--- config.mk ---
export PLATFORM = sky130hd
export DESIGN_NAME = spi_pin_interface
export DESIGN_NICKNAME = d
export VERILOG_FILES = /design/src/spi_pin_pkg.sv /design/src/spi_pin_interface.sv /design/src/sync_2ff.sv
export SDC_FILE = /design/constraint.sdc
export NUM_CORES = 1
export LEC_CHECK = 0
export BUFFER_PORTS_ARGS = -buffer_cell sky130_fd_sc_hd__buf_2
export CELL_PAD_IN_SITES_DETAIL_PLACEMENT = 0
export CELL_PAD_IN_SITES_GLOBAL_PLACEMENT = 2
export CORE_MARGIN = 1
export CORE_UTILIZATION = 38
export CTS_BUF_LIST = sky130_fd_sc_hd__clkbuf_2
export DETAILED_ROUTE_END_ITERATION = 7
export PLACE_DENSITY = 0.86
export SLEW_MARGIN = 20
export SYNTH_ARGS = -nofsm -noshare
export SYNTH_HDL_FRONTEND = slang
export SYNTH_SLANG_ARGS = --single-unit
--- constraint.sdc ---
create_clock -name clk -period 2.2 [get_ports clk]
set_input_delay 0.22 -clock clk [delete_from_list [all_inputs] [get_ports clk]]
set_output_delay 0.22 -clock clk [all_outputs]
set_load 0.1 [all_outputs]
--- src/spi_pin_pkg.sv ---
// Constants and types for the serial memory pin interface
// Function
// - The serial output bit changes only on a falling clock edge.
// - The serial input is sampled on each rising clock edge.
// - While select is high the device is deselected and its output is released.
// - Deselected without a write cycle running means standby; select low means active.
// - After reset a falling edge on select is needed before the device is selected.
// - While paused the output is released and clock and input are ignored.
// - While write protect is low, memory array writes are refused and all else works.
// - While the power-on reset is asserted every instruction is ignored.
// - After reset the device is deselected, in standby, waiting for a select fall.
// - Reset clears the write enable latch and the write in progress bit.
// - Reset leaves the lock bit and both block protect bits at their stored values.
// - All bytes travel most significant bit first, in both directions.
// - A pause starts or ends only while the clock is low; a pause pin change made with the clock high takes effect when the clock goes low.
`default_nettype none
package spi_pin_pkg;
  // ****************************************
  // Byte and status layout
  // ****************************************
  localparam int BYTE_BITS = 8;
  localparam int STAT_WIP = 0;
  localparam int STAT_WEL = 1;
  localparam int STAT_BPLO = 2;
  localparam int STAT_BPHI = 3;
  localparam int STAT_LOCK = 7;
  localparam logic [7:0] STATUS_RESET = 8'h00;
  localparam logic [7:0] BYTE_RESET = 8'h00;
  // ****************************************
  // Synchroniser lanes and reset values
  // ****************************************
  localparam int SYNC_W = 5;
  localparam int SY_SEL = 4;
  localparam int SY_PAUSE = 3;
  localparam int SY_SCLK = 2;
  localparam int SY_SDI = 1;
  localparam int SY_WP = 0;
  localparam logic [4:0] SYNC_INIT = 5'h08;
  // ****************************************
  // Timing
  // ****************************************
  localparam int CLK_FREQ_MHZ = 250;
  localparam int WRITE_TIME_US = 5;
  localparam int WRITE_CYCLES_DEF = WRITE_TIME_US * CLK_FREQ_MHZ;
  localparam int WRITE_CNT_W = 16;
  // ****************************************
  // Link states
  // ****************************************
  typedef enum logic [1:0] {
    LINK_OFF,
    LINK_ACTIVE,
    LINK_PAUSED
  } linkState_t;
endpackage : spi_pin_pkg
`default_nettype wire

--- src/spi_pin_interface.sv ---
// Pin level serial interface of a small serial memory
`timescale 1ns/10ps
`default_nettype none
module spi_pin_interface
  import spi_pin_pkg::*;
#(
  parameter int WRITE_CYCLES = WRITE_CYCLES_DEF
) (
  // Clock and power-on reset
  input wire logic clk,
  input wire logic rst_n,
  // Serial pins
  input wire logic sclk,
  input wire logic sdi,
  input wire logic selN,
  input wire logic pauseN,
  input wire logic wpN,
  output logic sdo,
  output logic sdoEn,
  // Byte side
  output logic [7:0] rxByte,
  output logic rxValid,
  input wire logic [7:0] txData,
  output logic txTake,
  // Write control
  input wire logic welSet,
  input wire logic welClr,
  input wire logic writeReq,
  input wire logic writeIsArray,
  output logic writeAccepted,
  output logic writeRefused,
  output logic writeInProgress,
  output logic writeEnableLatch,
  // Non-volatile bits and status
  input wire logic statusLockBit,
  input wire logic blockProtectHi,
  input wire logic blockProtectLo,
  output logic [7:0] statusByte,
  // Link state
  output logic selected,
  output logic paused,
  output logic standby
);
  // ****************************************
  // Pin synchronisers
  // ****************************************
  logic [SYNC_W-1:0] pinSync;
  logic selNS, pauseNS, sclkS, sdiS, wpNS;

  sync_2ff #(.WIDTH(SYNC_W), .INIT(SYNC_INIT)) pinSyncInst (
    .clk(clk),
    .rst_n(rst_n),
    .pinIn({selN, pauseN, sclk, sdi, wpN}),
    .syncOut(pinSync)
  );

  assign selNS = pinSync[SY_SEL];
  assign pauseNS = pinSync[SY_PAUSE];
  assign sclkS = pinSync[SY_SCLK];
  assign sdiS = pinSync[SY_SDI];
  assign wpNS = pinSync[SY_WP];

  // ****************************************
  // Link state and serial shifting
  // ****************************************
  linkState_t state_q, state_d;
  logic armed_q, armed_d;
  logic selNPrev_q, selNPrev_d;
  logic sclkPrev_q, sclkPrev_d;
  logic [2:0] bitCnt_q, bitCnt_d;
  logic [7:0] rxShift_q, rxShift_d;
  logic [7:0] rxByte_q, rxByte_d;
  logic rxValid_q, rxValid_d;
  logic [7:0] txShift_q, txShift_d;
  logic sdo_q, sdo_d;
  logic sdoEn_q, sdoEn_d;
  logic selected_q, selected_d, paused_q, paused_d;
  logic txTake_q, txTake_d;
  logic selFall, riseAct, fallAct;

  always_comb begin
    selFall = selNPrev_q & ~selNS;
    riseAct = (state_q == LINK_ACTIVE) & ~selNS & sclkS & ~sclkPrev_q;
    fallAct = (state_q == LINK_ACTIVE) & ~selNS & ~sclkS & sclkPrev_q;
    state_d = state_q;
    armed_d = armed_q | selNS;
    selNPrev_d = selNS;
    sclkPrev_d = sclkS;
    bitCnt_d = bitCnt_q;
    rxShift_d = rxShift_q;
    rxByte_d = rxByte_q;
    rxValid_d = 1'b0;
    txShift_d = txShift_q;
    sdo_d = sdo_q;
    txTake_d = 1'b0;
    case (state_q)
      LINK_OFF: begin
        if (selFall && armed_q) begin
          state_d = LINK_ACTIVE;
          bitCnt_d = 3'd0;
        end
      end
      LINK_ACTIVE: begin
        if (selNS) begin
          state_d = LINK_OFF;
        end else if (!pauseNS && !sclkS) begin
          state_d = LINK_PAUSED;
        end
      end
      LINK_PAUSED: begin
        if (selNS) begin
          state_d = LINK_OFF;
        end else if (pauseNS && !sclkS) begin
          state_d = LINK_ACTIVE;
        end
      end
      default: begin
        state_d = LINK_OFF;
      end
    endcase
    if (riseAct) begin
      rxShift_d = {rxShift_q[6:0], sdiS};
      bitCnt_d = bitCnt_q + 3'd1;
      if (bitCnt_q == 3'd7) begin
        rxByte_d = {rxShift_q[6:0], sdiS};
        rxValid_d = 1'b1;
      end
    end
    if (fallAct) begin
      if (bitCnt_q == 3'd0) begin
        sdo_d = txData[7];
        txShift_d = {txData[6:0], 1'b0};
        txTake_d = 1'b1;
      end else begin
        sdo_d = txShift_q[7];
        txShift_d = {txShift_q[6:0], 1'b0};
      end
    end
    sdoEn_d = (state_d == LINK_ACTIVE);
    selected_d = (state_d != LINK_OFF);
    paused_d = (state_d == LINK_PAUSED);
  end

  always_ff @(posedge clk or negedge rst_n) begin
    if (!rst_n) begin
      state_q <= LINK_OFF;
      armed_q <= 1'b0;
      selNPrev_q <= 1'b0;
      sclkPrev_q <= 1'b0;
      bitCnt_q <= 3'd0;
      rxShift_q <= BYTE_RESET;
      rxByte_q <= BYTE_RESET;
      rxValid_q <= 1'b0;
      txShift_q <= BYTE_RESET;
      sdo_q <= 1'b0;
      sdoEn_q <= 1'b0;
      selected_q <= 1'b0;
      paused_q <= 1'b0;
      txTake_q <= 1'b0;
    end else begin
      state_q <= state_d;
      armed_q <= armed_d;
      selNPrev_q <= selNPrev_d;
      sclkPrev_q <= sclkPrev_d;
      bitCnt_q <= bitCnt_d;
      rxShift_q <= rxShift_d;
      rxByte_q <= rxByte_d;
      rxValid_q <= rxValid_d;
      txShift_q <= txShift_d;
      sdo_q <= sdo_d;
      sdoEn_q <= sdoEn_d;
      selected_q <= selected_d;
      paused_q <= paused_d;
      txTake_q <= txTake_d;
    end
  end

  // ****************************************
  // Write latch, write cycle and status
  // ****************************************
  logic wel_q, wel_d;
  logic busy_q, busy_d;
  logic [WRITE_CNT_W-1:0] wrCnt_q, wrCnt_d;
  logic accepted_q, accepted_d;
  logic refused_q, refused_d;
  logic standby_q, standby_d;
  logic [7:0] status_q, status_d;
  logic grant;

  always_comb begin
    grant = writeReq & ~busy_q & wel_q & (wpNS | ~writeIsArray);
    accepted_d = grant;
    refused_d = writeReq & ~grant;
    wel_d = wel_q;
    if (welClr || grant) begin
      wel_d = 1'b0;
    end
    if (welSet) begin
      wel_d = 1'b1;
    end
    busy_d = busy_q;
    wrCnt_d = wrCnt_q;
    if (grant) begin
      busy_d = 1'b1;
      wrCnt_d = WRITE_CNT_W'(WRITE_CYCLES - 1);
    end else if (busy_q) begin
      if (wrCnt_q == '0) begin
        busy_d = 1'b0;
      end else begin
        wrCnt_d = wrCnt_q - 1'b1;
      end
    end
    standby_d = (state_d == LINK_OFF) & ~busy_d;
    status_d = STATUS_RESET;
    status_d[STAT_WIP] = busy_d;
    status_d[STAT_WEL] = wel_d;
    status_d[STAT_BPLO] = blockProtectLo;
    status_d[STAT_BPHI] = blockProtectHi;
    status_d[STAT_LOCK] = statusLockBit;
  end

  always_ff @(posedge clk or negedge rst_n) begin
    if (!rst_n) begin
      wel_q <= 1'b0;
      busy_q <= 1'b0;
      wrCnt_q <= '0;
      accepted_q <= 1'b0;
      refused_q <= 1'b0;
      standby_q <= 1'b1;
      status_q <= STATUS_RESET;
    end else begin
      wel_q <= wel_d;
      busy_q <= busy_d;
      wrCnt_q <= wrCnt_d;
      accepted_q <= accepted_d;
      refused_q <= refused_d;
      standby_q <= standby_d;
      status_q <= status_d;
    end
  end

  assign sdo = sdo_q;
  assign sdoEn = sdoEn_q;
  assign rxByte = rxByte_q;
  assign rxValid = rxValid_q;
  assign txTake = txTake_q;
  assign writeAccepted = accepted_q;
  assign writeRefused = refused_q;
  assign writeInProgress = busy_q;
  assign writeEnableLatch = wel_q;
  assign statusByte = status_q;
  assign selected = selected_q;
  assign paused = paused_q;
  assign standby = standby_q;

  // ****************************************
  // Assertions
  // ****************************************
  logic firstCyc_q;
  always_ff @(posedge clk or negedge rst_n) begin
    if (!rst_n) begin
      firstCyc_q <= 1'b1;
    end else begin
      firstCyc_q <= 1'b0;
    end
  end
endmodule : spi_pin_interface
`default_nettype wire

--- src/sync_2ff.sv ---
// Two flip-flop synchroniser for pin inputs
`timescale 1ns/10ps
`default_nettype none
module sync_2ff #(
  parameter int WIDTH = 1,
  parameter logic [WIDTH-1:0] INIT = '0
) (
  // Clock and reset
  input wire logic clk,
  input wire logic rst_n,
  // Pins in, synchronised out
  input wire logic [WIDTH-1:0] pinIn,
  output logic [WIDTH-1:0] syncOut
);
  logic [WIDTH-1:0] meta_q;
  logic [WIDTH-1:0] meta_d;
  logic [WIDTH-1:0] sync_q;
  logic [WIDTH-1:0] sync_d;

  always_comb begin
    meta_d = pinIn;
    sync_d = meta_q;
  end

  always_ff @(posedge clk or negedge rst_n) begin
    if (!rst_n) begin
      meta_q <= INIT;
      sync_q <= INIT;
    end else begin
      meta_q <= meta_d;
      sync_q <= sync_d;
    end
  end

  assign syncOut = sync_q;
endmodule : sync_2ff
`default_nettype wire
==> impl_results.md <==
* Status: finished, final reports clean
* Total CTS buffers at 9
* Synth top area share at 0.573
* DRT iter0 DRCs at 128
* Psw at 813 µW
* Clk_lat worst skew at 480 ps
* Starting Density at 0.399
* FMAX at roughly 480 MHz
* Worst Tran Pin Value at 475 ps
* H-tree levels at 3
* Lkg Pwr at 1.77 nW
* GRT busiest layer: met2
* Clock Sink Count at 70
* Fin Hold WS at 43.8 ps
* Yosys reg bits at 70
* Hold WC Path Type: primary input to flip-flop
* WP data required at roughly 2600 ps
* Clock Tree Buf Depth at 2
* Period utilization at 0.947
* WL final at 5290 µm
* Post-synth EDFFs at 0
* Worst path buffer plus inverter count at 0
* Cell Area, Synth at 2930 µm²
* GPL Wtd Cong at 0.749
* Critical Path Sink Type: flip-flop
* Pwr/cell area at 752 nW/µm²
* Met2 global-route usage at 0.214
* Fill cells at between 600 and 700
* Share of layout cells above drive strength 1 at 0.271
* CP peak stage delay at 590 ps
* Setup CP Type: flip-flop to flip-flop
* Clock share of power at 0.313
* Slew margin rel. at 0.675
* Synthesis Warnings at 0
* Final setup violation count at 0
* TNS Setup at 0 ps
* Worst reg2reg startpoint: wrCnt_q[7]
* Netlist cell types at 43
* Via Count at 2,064
* Worst path slowest cell: or4_4
* Min cycle time layout at 2080 ps
* Die Ht at 89.7 µm
* ANT nets after route at 0
* Critical path data arrival time at 2500 ps
* Maximum VDD drop at ~570 µV
* DR vias/cell at 4.83
* Startpoint Class: flip-flop
* Dominant cells by area after synthesis: dfrtp_1 57%, nand2_1 5.4%, mux2i_1 4.8%, mux2_2 3.1%, o21ai_0 2.9%
* Layout Cells excl Fill at 427
* Met3 usage at 0.0347
* Drt wl/cell at 12.4 µm
* Die Area at a little over 8000 µm²
* Internal at 1.89 mW
* Switching share of total power at 0.300
* Delay-heaviest family, CP: simple AND/OR/NAND/NOR gates
* Core Rows at 31
* HPWL Detailed at around 3400 µm
* Max-cap violation count at 0
* Vias in the first global route at 2,019
* Post-synthesis async set-or-reset flop share at 1.00
* Die Wd at 89.7 µm
* Final Core Density at 0.491
* M1 GR Usage at 0.207
* Largest net degree at the start of global routing at 71
* Clock skew at 22.1 ps
* Worst Setup SP: wrCnt_q[7]
* Cells after Synth at approximately 250
* Hold path startpoint: txData[2]
* CP max FO at 8
* Placed cell count at 393
* CTS clock-pin slew for the worst setup and hold paths at around 200 ps
* Area post-placement at 3270 µm²
* Residual DRC count at 0
* IO Pins at 49
* RSZ-0062 raised after global routing: no
* Largest area contributor in the netlist: dfrtp_1
* Overall Global Routing Usage at 0.147
* Sequential share of power at 0.536
* Placeable Area at 7330 µm²
* Mapped Avg Cell Area at approximately 12 µm²
* Final Cell Area at 3600 µm²
* Multi-input gate area at about 1100 µm²
* CTS root buffer: clkbuf_2
* Nets at 349
* P&R area growth vs syn at 22.9%
* Sequential-to-total area share from yosys stat at 0.600
* DRT Pass-1 Iters at 4
* Global-route wire length before repair at 9470 µm
* Worst path cell trace: or4_4, or2_1, or4_1, a21oi_1
* Hold Fails Final Rpt at 0
* Buffer count from post-CTS setup fixing at 0
* Final Slew Violations at 0
* Reg area at 1760 µm²
* Ant diodes at 0
* CTS tree: built
* Grt total ovfl at 0
* Initial antenna violation count at 0
* Top_reg_cell synth: dfrtp_1
* Port bufs at 45
* Logic pwr share at 0.152
[synth_stat cells, drive strengths merged (2+ instances only)]
library cell and number:
nand3 2, nand2 42, or4 8, a211o 2, nor2 8, clkbuf 7
nor4 3, nor3 4, nor2b 4, a22o 2, or3 4, and2 5
buf 8, inv 8, o31ai 3, a2111oi 2, mux2 8, ha 4
nor3b 2, dfrtp 67, or2 4, o21ai 17, mux2i 14, nand2b 4
dfstp 3, or4b 3, a21oi 6
[path summary, 6_finish.rpt]
check / end / slack, ps / cells past startpoint
worst max-delay path: wrCnt_q[11] / 120 / 4
worst min-delay path: txShift_q[3] / 40 / 3
worst max register to register: wrCnt_q[11] / 120 / 4
worst min register to register: pinSyncInst.syncOut[3] / 370 / 0
max in group asynchronous: pinSyncInst.syncOut[3] / 1600 / 3
min in group asynchronous: wrCnt_q[13] / 250 / 3
[placed cells by master, fill, tap and decap left out, types with 2 or more instances in the layout]
cell type / n
inv_1: 8
ha_1: 4
dfstp_2: 3
nand3_1: 2
clkbuf_2: 9
mux2_2: 8
nand2_1: 42
o21ai_0: 17
a2111oi_0: 2
nand2b_1: 4
conb_1: 3
a211o_1: 2
or4_1: 7
or2_2: 3
and2_1: 5
nor3b_1: 2
buf_2: 45
a21oi_1: 6
dlygate4sd3_1: 18
a22o_1: 2
clkinvlp_4: 2
dfrtp_1: 66
buf_4: 7
nor3_1: 4
nor4_1: 3
bufinv_16: 2
or3_1: 4
or4b_2: 2
o31ai_1: 3
nor2b_1: 4
nor2_1: 8
mux2i_1: 14
[layer usage]
layer / share of wire / up-vias
met3: 0.041 / 6
met2: 0.44 / 52
met1: 0.51 / 989
met4: 0.011 / 0
met5: 0 / -
li1: - / 1017
[through the flow]
| stage | worst slack (ps) | total power [mW] |
|---|---|---|
| global placement | 158 | 1.86 |
| floorplan | 48.2 | 1.76 |
| finish | 117 | 2.70 |
| global route | 5.71 | 2.85 |
| CTS | 46.0 | 2.75 |
| detailed placement | 122 | 1.86 |
[power groups by stage]
stage	clock [mW]	combinational (mW)	sequential [mW]
floorplan	0	0.160	1.60
global placement	0	0.384	1.47
detailed placement	0	0.390	1.47
CTS	0.884	0.416	1.45
global route	0.935	0.445	1.47
finish	0.846	0.410	1.45
[area by class of cell]
class / instances / area share
sequential: 70 / 0.489
timing repair buffer: 71 / 0.133
clock inverter: 7 / 0.0268
inverter: 8 / 0.00835
clock buffer: 9 / 0.0125
tap: 99 / 0.0344
multi-input combinational: 163 / 0.296
[sequential cells by signal, indices dropped and copies added, names as in the netlist]
name                 count
selected                 1
txTake                   1
sdoEn                    1
writeAccepted            1
pinSyncInst.syncOut      5
selNPrev_q               1
writeRefused             1
sclkPrev_q               1
rxByte                   8
txShift_q                7
statusByte               5
sdo                      1
standby                  1
rxShift_q                7
pinSyncInst.meta_q       5
armed_q                  1
paused                   1
state_q                  2
wrCnt_q                 16
rxValid                  1
bitCnt_q                 3
[tightest hold or removal path: cells and delay by family]
kind	cells	cell delay, ps
buffers and inverters	1	80
muxes	1	50
AOI/OAI and AO/OA	1	150
[what timing repair did]
| item | CTS | global route |
|---|---|---|
| hold endpoints to repair | 84 | 0 |
| hold buffers | 18 | 0 |
| gates resized for setup | 0 | 1 |
| setup endpoints to repair | 0 | 3 |
[kinds of logic (layout without fill, tap and decap cells)]
logic type	count (synthesis)	after routing	synth area share
adder cells (fa/ha/maj)	4	4	0.0171
other	1	3	0.00128
multiplexers	22	22	0.0787
flip-flops	70	70	0.600
buffers and inverters	23	95	0.0389
AO/OA/AOI/OAI	37	37	0.0868
AND/OR/NAND/NOR	97	97	0.177
Note: power is estimated with default switching activity, not from simulation.
